`src/rtl/isq_pkg.sv`:
```
/*
  constants shared by the instruction sequencer: widths, reset values,
  special data addresses, instruction encodings and the decode classes.
  assumes nothing of its surroundings.
*/
package isq_pkg;

  localparam int PC_W  = 10;
  localparam int STK_W = 12;
  localparam int DAT_W = 8;
  localparam int FA_W  = 5;
  localparam int IR_W  = 12;

  localparam logic [PC_W-1:0]  PC_RST     = 10'h3FF;
  localparam logic [STK_W-1:0] STK_RST    = 12'h000;
  localparam logic [IR_W-1:0]  IR_RST     = 12'h000;
  localparam logic [DAT_W-1:0] STATUS_RST = 8'h00;
  localparam logic [DAT_W-1:0] W_RST      = 8'h00;
  localparam logic [3:0]       PHASE_RST  = 4'h1;

  // data addresses served inside this block
  localparam logic [FA_W-1:0] ADDR_PCL    = 5'h02;
  localparam logic [FA_W-1:0] ADDR_STATUS = 5'h03;
  localparam int              PAGE_BIT    = 5;

  // opcode fields, compared against the top bits of the word
  localparam logic [2:0] OPC_JUMP   = 3'h5;
  localparam logic [3:0] OPC_CALL   = 4'h9;
  localparam logic [3:0] OPC_RETLIT = 4'h8;
  localparam logic [3:0] OPC_MOVLIT = 4'hC;
  localparam logic [3:0] OPC_BSET   = 4'h5;
  localparam logic [6:0] OPC_MOVWF  = 7'h01;
  localparam logic [5:0] OPC_ADDWF  = 6'h07;

  typedef enum logic [2:0] {
    OP_NOP, OP_JUMP, OP_CALL, OP_RETLIT, OP_MOVLIT, OP_MOVWF, OP_ADDWF,
    OP_BSET
  } isq_op_e;

endpackage

```
`src/rtl/isq_stk_if.sv`:
```
/*
  interface between the sequencer and its return-address stack.
  assumes one clock shared by both ends.
*/
`timescale 1ns/1ps
`default_nettype none
interface isq_stk_if;
  logic                      push;
  logic                      pop;
  logic [isq_pkg::STK_W-1:0] push_data;
  logic [isq_pkg::STK_W-1:0] top;
  modport ctl (output push, output pop, output push_data, input top);
  modport stk (input push, input pop, input push_data, output top);
endinterface
`default_nettype wire

```
`src/rtl/isq_stack.sv`:
```
/*
  two-level return-address stack.
  assumes push and pop are one-cycle pulses, never both at once.
*/
`timescale 1ns/1ps
`default_nettype none
module isq_stack (
  // clock and reset
  input  wire logic  clock,
  input  wire logic  rst_n,
  // stack port
  isq_stk_if.stk     stk
);

  logic [isq_pkg::STK_W-1:0] lvl1_r;
  logic [isq_pkg::STK_W-1:0] lvl2_r;

  // no overflow or underflow flag exists; excess pushes drop the oldest
  always_ff @(posedge clock or negedge rst_n) begin
    if (!rst_n) begin
      lvl1_r <= isq_pkg::STK_RST;
      lvl2_r <= isq_pkg::STK_RST;
    end else if (stk.push) begin
      lvl2_r <= lvl1_r;
      lvl1_r <= stk.push_data;
    end else if (stk.pop) begin
      lvl1_r <= lvl2_r;
    end
  end

  assign stk.top = lvl1_r;
endmodule // isq_stack
`default_nettype wire

```
`src/rtl/isq_top.sv`:
```
/*
  instruction sequencer: four-phase clock divider, fetch/execute pipeline,
  program counter with paging and the return-address stack.
  assumes program memory answers prog_data for prog_addr_r within a phase
  and data memory answers dmem_rdata while dmem_rd_r is high.
*/
// Functional notes
// - the clock is divided by four into four one-hot phases per cycle.
// - the counter advances in phase one and the word is latched in four.
// - a word fetched in one cycle executes in the next one.
// - a counter-changing instruction discards the next fetched word.
// - operands are read in phase two and results written in phase four.
// - a jump loads counter bits 8..0 from the word, bit 9 from status 5.
// - the low count byte in data space reflects fetch address bits 7..0.
// - a call or low count byte write loads bits 7..0 and clears bit 8.
// - reset sets the counter to the last address, which then wraps to 0.
// - reset clears the page preselect bits of the status register.
// - a two-deep stack of twelve-bit return addresses is provided.
// - a call pushes level one to level two, then the next address.
// - a return pops level one to the counter, then copies level two up.
// - a return also loads the accumulator with its literal.
// - stack overflow and underflow are silent, with no status flag.
`timescale 1ns/1ps
`default_nettype none
module isq_top (
  // clock and reset
  input  wire logic                       clock,
  input  wire logic                       nrst,
  // phase clocks
  output var  logic                       phase_one_r,
  output var  logic                       phase_two_r,
  output var  logic                       phase_three_r,
  output var  logic                       phase_four_r,
  // program memory
  output var  logic [isq_pkg::PC_W-1:0]   prog_addr_r,
  input  wire logic [isq_pkg::IR_W-1:0]   prog_data,
  // data memory
  output var  logic [isq_pkg::FA_W-1:0]   dmem_addr_r,
  output var  logic                       dmem_rd_r,
  input  wire logic [isq_pkg::DAT_W-1:0]  dmem_rdata,
  output var  logic                       dmem_wr_r,
  output var  logic [isq_pkg::DAT_W-1:0]  dmem_wdata_r,
  // core state
  output var  logic [isq_pkg::DAT_W-1:0]  accum_r,
  output var  logic [isq_pkg::DAT_W-1:0]  status_r
);

  // ----------------------------------------------------------------------
  // reset release and decode helpers
  // ----------------------------------------------------------------------
  logic rst_s1_r;
  logic rst_n;
  logic chk_en_r;

  // checks start one edge after the internal reset lifts
  always_ff @(posedge clock or negedge nrst) begin
    if (!nrst) begin
      rst_s1_r <= 1'b0;
      rst_n    <= 1'b0;
      chk_en_r <= 1'b0;
    end else begin
      rst_s1_r <= 1'b1;
      rst_n    <= rst_s1_r;
      chk_en_r <= rst_n;
    end
  end

  function automatic isq_pkg::isq_op_e op_of(
    input logic [isq_pkg::IR_W-1:0] w);
    isq_pkg::isq_op_e op;
    op = isq_pkg::OP_NOP;
    if (w[11:9] == isq_pkg::OPC_JUMP)        op = isq_pkg::OP_JUMP;
    else if (w[11:8] == isq_pkg::OPC_CALL)   op = isq_pkg::OP_CALL;
    else if (w[11:8] == isq_pkg::OPC_RETLIT) op = isq_pkg::OP_RETLIT;
    else if (w[11:8] == isq_pkg::OPC_MOVLIT) op = isq_pkg::OP_MOVLIT;
    else if (w[11:8] == isq_pkg::OPC_BSET)   op = isq_pkg::OP_BSET;
    else if (w[11:5] == isq_pkg::OPC_MOVWF)  op = isq_pkg::OP_MOVWF;
    else if (w[11:6] == isq_pkg::OPC_ADDWF)  op = isq_pkg::OP_ADDWF;
    return op;
  endfunction

  function automatic logic reads_file(input isq_pkg::isq_op_e op);
    return op == isq_pkg::OP_ADDWF || op == isq_pkg::OP_BSET;
  endfunction

  // low count byte and status live here and never reach data memory
  function automatic logic served_inside(
    input logic [isq_pkg::FA_W-1:0] f);
    return f == isq_pkg::ADDR_PCL || f == isq_pkg::ADDR_STATUS;
  endfunction

  // ----------------------------------------------------------------------
  // phase generation
  // ----------------------------------------------------------------------
  always_ff @(posedge clock or negedge rst_n) begin
    if (!rst_n) begin
      {phase_four_r, phase_three_r, phase_two_r, phase_one_r}
        <= isq_pkg::PHASE_RST;
    end else begin
      phase_one_r   <= phase_four_r;
      phase_two_r   <= phase_one_r;
      phase_three_r <= phase_two_r;
      phase_four_r  <= phase_three_r;
    end
  end

  // ----------------------------------------------------------------------
  // pipeline registers and decode
  // ----------------------------------------------------------------------
  logic [isq_pkg::IR_W-1:0]  instr_latch_r;
  logic                      fetch_v_r;
  logic [isq_pkg::IR_W-1:0]  exec_r;
  logic                      exec_v_r;
  logic [isq_pkg::DAT_W-1:0] operand_r;
  logic [isq_pkg::PC_W-1:0]  pc_r;
  isq_pkg::isq_op_e          ex_op;
  logic [isq_pkg::FA_W-1:0]  ex_f;
  logic [isq_pkg::DAT_W-1:0] result;
  logic                      dest_f;
  logic                      pcl_wr;
  logic                      branch;
  logic                      page;
  isq_stk_if                 stk ();

  assign ex_op = op_of(exec_r);
  assign ex_f  = exec_r[4:0];
  assign page  = status_r[isq_pkg::PAGE_BIT];

  always_comb begin
    result = accum_r;
    dest_f = 1'b0;
    case (ex_op)
      isq_pkg::OP_MOVWF: begin
        result = accum_r;
        dest_f = 1'b1;
      end
      isq_pkg::OP_ADDWF: begin
        result = operand_r + accum_r;
        dest_f = exec_r[5];
      end
      isq_pkg::OP_BSET: begin
        result = operand_r | (8'h01 << exec_r[7:5]);
        dest_f = 1'b1;
      end
      default: begin
        result = accum_r;
        dest_f = 1'b0;
      end
    endcase
  end

  assign pcl_wr = dest_f && ex_f == isq_pkg::ADDR_PCL;
  assign branch = exec_v_r && (pcl_wr || ex_op == isq_pkg::OP_JUMP ||
                  ex_op == isq_pkg::OP_CALL || ex_op == isq_pkg::OP_RETLIT);

  // word latched in phase four, handed to execute in phase one
  always_ff @(posedge clock or negedge rst_n) begin
    if (!rst_n) begin
      instr_latch_r <= isq_pkg::IR_RST;
      fetch_v_r     <= 1'b0;
      exec_r        <= isq_pkg::IR_RST;
      exec_v_r      <= 1'b0;
    end else if (phase_one_r) begin
      exec_r   <= instr_latch_r;
      exec_v_r <= fetch_v_r;
    end else if (phase_four_r) begin
      instr_latch_r <= prog_data;
      fetch_v_r     <= !branch;
    end
  end

  // ----------------------------------------------------------------------
  // program counter
  // ----------------------------------------------------------------------
  always_ff @(posedge clock or negedge rst_n) begin
    if (!rst_n) begin
      pc_r        <= isq_pkg::PC_RST;
      prog_addr_r <= isq_pkg::PC_RST;
    end else if (phase_one_r) begin
      prog_addr_r <= pc_r;
      pc_r        <= pc_r + 10'h001;
    end else if (phase_four_r && exec_v_r) begin
      if (ex_op == isq_pkg::OP_JUMP)
        pc_r <= {page, exec_r[8:0]};
      else if (ex_op == isq_pkg::OP_CALL)
        pc_r <= {page, 1'b0, exec_r[7:0]};
      else if (ex_op == isq_pkg::OP_RETLIT)
        pc_r <= stk.top[isq_pkg::PC_W-1:0];
      else if (pcl_wr)
        pc_r <= {page, 1'b0, result};
    end
  end

  assign stk.push      = phase_four_r && exec_v_r &&
                         ex_op == isq_pkg::OP_CALL;
  assign stk.pop       = phase_four_r && exec_v_r &&
                         ex_op == isq_pkg::OP_RETLIT;
  assign stk.push_data = {2'b00, prog_addr_r};

  isq_stack u_stack (
    .clock (clock),
    .rst_n (rst_n),
    .stk   (stk)
  );

  // ----------------------------------------------------------------------
  // data memory access
  // ----------------------------------------------------------------------
  always_ff @(posedge clock or negedge rst_n) begin
    if (!rst_n) begin
      dmem_addr_r  <= '0;
      dmem_rd_r    <= 1'b0;
      dmem_wr_r    <= 1'b0;
      dmem_wdata_r <= '0;
      operand_r    <= '0;
    end else begin
      dmem_rd_r <= 1'b0;
      dmem_wr_r <= 1'b0;
      if (phase_one_r) begin
        dmem_addr_r <= instr_latch_r[4:0];
        dmem_rd_r   <= fetch_v_r && reads_file(op_of(instr_latch_r)) &&
                       !served_inside(instr_latch_r[4:0]);
      end
      if (phase_two_r) begin
        if (ex_f == isq_pkg::ADDR_PCL)
          operand_r <= prog_addr_r[7:0];
        else if (ex_f == isq_pkg::ADDR_STATUS)
          operand_r <= status_r;
        else
          operand_r <= dmem_rdata;
      end
      if (phase_three_r && exec_v_r && dest_f && !served_inside(ex_f)) begin
        dmem_wr_r    <= 1'b1;
        dmem_wdata_r <= result;
      end
    end
  end

  // ----------------------------------------------------------------------
  // accumulator and status
  // ----------------------------------------------------------------------
  always_ff @(posedge clock or negedge rst_n) begin
    if (!rst_n) begin
      accum_r  <= isq_pkg::W_RST;
      status_r <= isq_pkg::STATUS_RST;
    end else if (phase_four_r && exec_v_r) begin
      if (ex_op == isq_pkg::OP_RETLIT || ex_op == isq_pkg::OP_MOVLIT)
        accum_r <= exec_r[7:0];
      else if (ex_op == isq_pkg::OP_ADDWF && !dest_f)
        accum_r <= result;
      if (dest_f && ex_f == isq_pkg::ADDR_STATUS)
        status_r <= result;
    end
  end
endmodule // isq_top
`default_nettype wire

```
`config.mk`:
```
export PLATFORM = sky130hd
export DESIGN_NAME = isq_top
export DESIGN_NICKNAME = d
export VERILOG_FILES = /design/src/rtl/isq_pkg.sv /design/src/rtl/isq_stk_if.sv /design/src/rtl/isq_stack.sv /design/src/rtl/isq_top.sv
export SDC_FILE = /design/constraint.sdc
export NUM_CORES = 1
export LEC_CHECK = 0
export BUFFER_PORTS_ARGS = -buffer_cell sky130_fd_sc_hd__buf_2
export CORE_AREA = 8 8 98 118
export DETAILED_ROUTE_END_ITERATION = 6
export DIE_AREA = 0 0 106 126
export PLACE_DENSITY = 0.8
export SYNTH_ARGS = -nofsm -noshare
export SYNTH_HDL_FRONTEND = slang
export SYNTH_HIERARCHICAL = 1
export SYNTH_SLANG_ARGS = --single-unit
```
`constraint.sdc`:
```
create_clock -name clock -period 4.8 [get_ports clock]
set_input_delay 0.48 -clock clock [delete_from_list [all_inputs] [get_ports clock]]
set_output_delay 0.48 -clock clock [all_outputs]
set_load 0.01 [all_outputs]
```
==> metrics, run 1 <==
Resized Gates After CTS=0; Int Pwr=1.338 mW; reg2reg start=exec_r[5]; Slew headroom=0.2840; Final setup viols=0; Crit. Startpoint=exec_r[5]; hold_sp=prog_data[4]; fmax=356.3 MHz; Die X-Extent=106 um; DPL Wire Length=10430 um; Hold EP=instr_latch_r[4]; sequential share of power=0.534; DR vias=4343; port buffer count=between 60 and 70; post-DR vias/cell=6.258; switching share of power=0.2106; starting density of the core=0.5601; Post-Place Cell Area=5798 sq um; Reg2Reg Depth=5; sw power=between 0.3 and 0.4 mW; Slew @ Worst Pin=1.072 ns; Clock Tree Buf Depth=2; critical path launch point type=register; total grt overflow=0; max cap viols=0; final worst clock skew=between 0.006 and 0.007 ns; DRT Wirelength=14590 um; TritonCTS clock tree=done; Final Critical Period=2.806 ns; number of antenna violations at the first check in global routing=0; Critical Path RT=5.04 ns; WP data arrival=3.04 ns; number of placement rows=40; power share of the clock group=0.454; RSZ-0062 raised after global routing=no; Die Y-Extent=126 um; Post-DRT Antenna Nets=0; GR Util All Layers=0.2193; final setup TNS=0 ns; run status=complete, no violations; Pleak=around 2.8 nW; DRT Pass-1 Iters=6; CP Class=register to register; vias in the first global route=4276; die area=13360 sq um; cts bufs inserted=9; number of I/O pins=67; core area=about 9800 sq um; Iter 0 DRT Violations=roughly 450; Root Driver=clkbuf_16; Hold Path Depth=2; Hold Fails Final Rpt=0; FILL cells=800; final count of pins violating max slew=0; Final period util=0.5847; gpl congestion=0.9556; power share of the combinational group=0.012; IR drop worst, VDD=0.1601 mV; r2r endpoint=dmem_wdata_r[3]; Finished Cell Area=6121 sq um; Syn Nets=around 550; ratio of cells with drive above 1 in the final layout=0.3151; Remaining DRCs=0; Clock transition at path regs=0.07 ns; WL/cell=between 20 and 25 um; n_diodes=0; crit path max fanout=13; worst skew pair latency=~0.35 ns; largest net degree at the start of global routing=64; reg-to-reg setup timing slack=1.99 ns; PD cells=~280 nW/um^2; average size of a mapped cell=10.59 sq um; H-tree levels=3; Ys Warns=6; Setup crit end kind=register; Synth-to-Final Area Change=11.97%; first-pass GRT wire length=23270 um; worst min path class=input port to register; clock sinks=~110; Post-Synthesis Cells=516; Layout Nets=594; Synth Cell Area=5466 sq um
==> state kept, by name, summed over array words and instances, names as in the netlist <==
name	flops
instr_latch_r	12
phase_four_r	1
dmem_rd_r	1
phase_three_r	1
exec_r	12
rst_n	1
phase_one_r	1
dmem_wr_r	1
rst_s1_r	1
phase_two_r	1
fetch_v_r	1
prog_addr_r	10
status_r	8
pc_r	10
dmem_wdata_r	8
accum_r	8
operand_r	8
u_stack/lvl2_r	10
u_stack/stk.top	10
exec_v_r	1
==> worst max-delay path, stage by stage, from the launching register on <==
cell and delay [ns]:
dfrtp_1 0.59, nor3b_1 0.52, a32oi_1 0.20, or4b_2 0.87, inv_1 0.17, mux2_2 0.34
==> placed cells by master (no fill, tap or decap), types with 3 or more instances in the layout <==
cell type	count
dfrtp_1	84
nand2_1	72
buf_2	66
mux2_2	53
o21ai_0	46
dfstp_2	21
mux2i_1	20
nor2_1	19
a21oi_1	17
nand3_1	13
inv_1	10
nor3_1	10
o21ai_1	10
clkbuf_16	9
ha_1	8
xor2_1	5
a31oi_1	5
a21o_1	5
nand2b_1	5
mux2_4	5
nand4_1	4
a211oi_1	4
a31o_2	3
o21a_1	3
a221oi_1	3
and3_1	3
a22oi_1	3
o311ai_0	3
nor4_1	3
buf_4	3
==> per-stage QoR <==
step	power (mW)	util	instances	setup slack [ns]	hold WS [ns]
final	1.695	0.6272	694	1.994	0.3629
after global routing	1.746	0.6272	694	1.955	0.3527
after CTS	1.702	0.6272	694	2.042	0.3573
after detailed placement	0.9416	0.5941	677	2.092	0.2690
after global placement	0.9407	0.5941	677	2.170	0.2642
after floorplan	0.9257	-	516	1.665	0.1844
==> what timing repair did <==
| action | in CTS | in global routing |
|---|---|---|
| hold buffers | 1 | 0 |
| buffers inserted | 0 | 0 |
| setup endpoints to repair | 0 | 0 |
| endpoints found under the hold margin | 2 | 0 |
==> per-layer routing <==
layer  GRT usage  part of all wire
met4     0.09212             0.038
met1      0.2766              0.39
met5           0                 0
met3     0.04592             0.073
met2      0.3558              0.49
==> cell type report <==
class	instances	area [sq um]	area share
well taps	126	157.7	0.02576
clock buffers	11	252.7	0.04129
multi-input cells	366	2567	0.4195
repair buffers	70	362.8	0.05928
flip-flops and latches	106	2683	0.4383
clock inverters	5	60.06	0.009812
inverters	10	37.54	0.006132
==> power by group through the flow <==
stage / registers, mW / logic (mW) / clock network, mW
finish: 0.904 / 0.0202 / 0.770
CTS: 0.905 / 0.0208 / 0.776
global route: 0.906 / 0.0232 / 0.816
detailed placement: 0.922 / 0.0198 / 0
floorplan: 0.923 / 0.00241 / 0
global placement: 0.921 / 0.0194 / 0
==> how the worst max path moves through the flow <==
| stage | end | slack [ns] | depth (start not counted) |
|---|---|---|---|
| after floorplan | accum_r[0] | 1.67 | 0 |
| after global placement | accum_r[2] | 2.17 | 5 |
| after detailed placement | dmem_wdata_r[3] | 2.09 | 5 |
| after CTS | dmem_wdata_r[3] | 2.04 | 5 |
| after global routing | dmem_wdata_r[3] | 1.95 | 5 |
| final | dmem_wdata_r[3] | 1.99 | 5 |
No activity file was read; power rests on OpenSTA's default activity.
==> inputs of run 2 (changes only) <==
CORE_AREA = 8 8 99 119   (was 8 8 98 118)
DIE_AREA = 0 0 107 127   (was 0 0 106 126)
PLACE_DENSITY = 0.79   (was 0.8)
clock period = 2.6 ns   (was 4.8 ns; I/O delays follow)
==> run 2 against run 1 <==
  * Via count is 0.94% lower
  * Sequential power increased by 84%
  * Design area rose by 2.4%
  * Sequential share of layout area is 1.0 points lower
  * Total power is 74% higher
  * Non-clock buffer count is 22 higher
  * Clock skew rose by 0.0041 ns
  * Largest cell class unchanged
==> metrics, run 2 (synthesis results as in run 1) <==
run status=complete, no violations (unchanged); clock sinks=106 (unchanged); worst min path class=input port to register (unchanged); Finished Cell Area=6270 sq um (was 6121 sq um); sw power=0.6309 mW (was 0.3569 mW); Int Pwr=2.324 mW (was 1.338 mW); DPL Wire Length=10600 um (was 10430 um); vias in the first global route=4318 (was 4276); number of I/O pins=67 (unchanged); critical path launch point type=register (unchanged); post-DR vias/cell=6.008 (was 6.258); number of antenna violations at the first check in global routing=0 (unchanged); fmax=402.8 MHz (was 356.3 MHz); CP Class=register to register (unchanged); GR Util All Layers=0.2178 (was 0.2193); Clock transition at path regs=0.07 ns (about the same); Post-Place Cell Area=5988 sq um (was 5798 sq um); Setup crit end kind=register (unchanged); DR vias=4302 (was 4343); Final period util=0.9548 (was 0.5847); Place WS=0.1387 ns (was 2.092 ns); first-pass GRT wire length=23370 um (was 23270 um); Post-DRT Antenna Nets=0 (unchanged); power share of the combinational group=0.017 (was 0.012); Die Y-Extent=127 um (was 126 um); most common cell after layout, fill and taps aside=dfrtp_1 (unchanged); sequential share of power=0.562 (was 0.534); final worst clock skew=0.01013 ns (was 0.006038 ns); n_diodes=0 (unchanged); crit path max fanout=4 (was 13); Die X-Extent=107 um (was 106 um); Final setup viols=0 (unchanged); FILL cells=817 (was 800); core area=9859 sq um (was 9759 sq um); PD cells=471.3 nW/um^2 (was 276.9 nW/um^2); Slew headroom=0.6240 (was 0.2840); Critical Path RT=2.83 ns (was 5.04 ns); WL/cell=20.11 um (was 21.02 um); setup bufs post-CTS=0 (unchanged); die area=13590 sq um (was 13360 sq um); Final Critical Period=2.482 ns (was 2.806 ns); DRT Pass-1 Iters=4 (was 6); Iter 0 DRT Violations=265 (was 447); H-tree levels=3 (unchanged); power share of the clock group=0.422 (was 0.454); Root Driver=clkbuf_16 (unchanged); number of placement rows=40 (unchanged); starting density of the core=0.5544 (was 0.5601); gpl congestion=0.9570 (was 0.9556); worst skew pair latency=0.35 ns (about the same); Regs by FF count=exec_r (12), instr_latch_r (12) (unchanged); final setup TNS=0 ns (unchanged); final count of pins violating max slew=0 (unchanged); ratio of cells with drive above 1 in the final layout=0.3373 (was 0.3151); RSZ-0062 raised after global routing=no (unchanged); fin worst setup slack=0.1176 ns (was 1.994 ns); Synth-to-Final Area Change=14.69% (was 11.97%); worst hold slack=0.1406 ns (was 0.3629 ns); Slew @ Worst Pin=0.5619 ns (was 1.072 ns); Remaining DRCs=0 (unchanged); port buffer count=66 (unchanged); Hold Fails Final Rpt=0 (unchanged); Pleak=2.900 nW (was 2.810 nW); TritonCTS clock tree=done (unchanged); most frequent cells in the layout=84 x dfrtp_1, 72 x nand2_1, 66 x buf_2 (unchanged); switching share of power=0.2135 (was 0.2106); Clock Tree Buf Depth=2 (unchanged); largest net degree at the start of global routing=82 (was 64); max cap viols=0 (unchanged); IR drop worst, VDD=0.3273 mV (was 0.1601 mV); total grt overflow=0 (unchanged); cts bufs inserted=9 (unchanged); Layout Nets=616 (was 594); WP data arrival=2.72 ns (was 3.04 ns); DRT Wirelength=14400 um (was 14590 um)
## run 2: cell types whose count changed in the layout (fill, tap and decap cells not counted)
cell / before / now
clkbuf_1: 0 / 3
clkbuf_8: 2 / 0
buf_4: 3 / 23
nor3b_2: 0 / 1
bufinv_16: 1 / 0
buf_12: 0 / 2
nor3b_1: 2 / 1
## run 2: worst max-delay path, stage by stage (launching register included)
cell and delay (ns):
dfrtp_1 0.41, ha_1 0.26, fa_1 0.44, a211oi_1 0.23, o21bai_1 0.10, a21oi_1 0.20
mux2i_1 0.29, nor2_1 0.10, o311ai_0 0.33
## run 2: power by group through the flow
stage / clock network [mW] / logic (mW) / registers [mW]
finish: 1.25 / 0.0490 / 1.66
global route: 1.35 / 0.0575 / 1.66
CTS: 1.27 / 0.0511 / 1.66
detailed placement: 0 / 0.0500 / 1.69
global placement: 0 / 0.0493 / 1.69
floorplan: 0 / 0.00444 / 1.70
## run 2: metrics by stage
stage          utilization  power, mW  instances
6_report            0.6359      2.955        716
5_1_grt             0.6359      3.065        716
4_1_cts             0.6354      2.980        716
3_5_place_dp        0.6074      1.741        699
3_3_place_gp        0.6074      1.739        699
2_1_floorplan            -      1.709        516
## run 2: layout make-up
class,count,area [sq um],share of cell area
Clock inverter,4,30.03,0.004789
Inverter,10,37.54,0.005987
Sequential cell,106,2683,0.4279
Multi-Input combinational cell,366,2572,0.4103
Clock buffer,12,236.5,0.03772
Timing Repair Buffer,92,553.0,0.08821
Tap cell,126,157.7,0.02514
## run 2: worst paths after layout
check / from / end / slack (ns) / cells after the start
setup / recovery: accum_r[0] / accum_r[6] / 0.12 / 8
hold / removal: prog_data[3] / instr_latch_r[3] / 0.14 / 2
setup reg to reg: accum_r[0] / accum_r[6] / 0.12 / 8
hold reg to reg: rst_n / instr_latch_r[2] / 0.23 / 0
max in group asynchronous: rst_n / pc_r[2] / 1.60 / 1
min in group asynchronous: nrst / rst_n / 0.22 / 2
## run 2: layer usage
layer	global-route usage	part of all wire	vias up
met5	0	0	-
met4	0.1029	0.028	0
met3	0.03219	0.046	25
met2	0.3551	0.50	138
met1	0.2774	0.42	2142
li1	-	-	1997
## run 2: timing repair
item | in CTS | in global routing
resized for setup | 0 | 1
hold buffers | 1 | 0
endpoints found under the setup margin | 0 | 1
hold endpoints to repair | 2 | 0
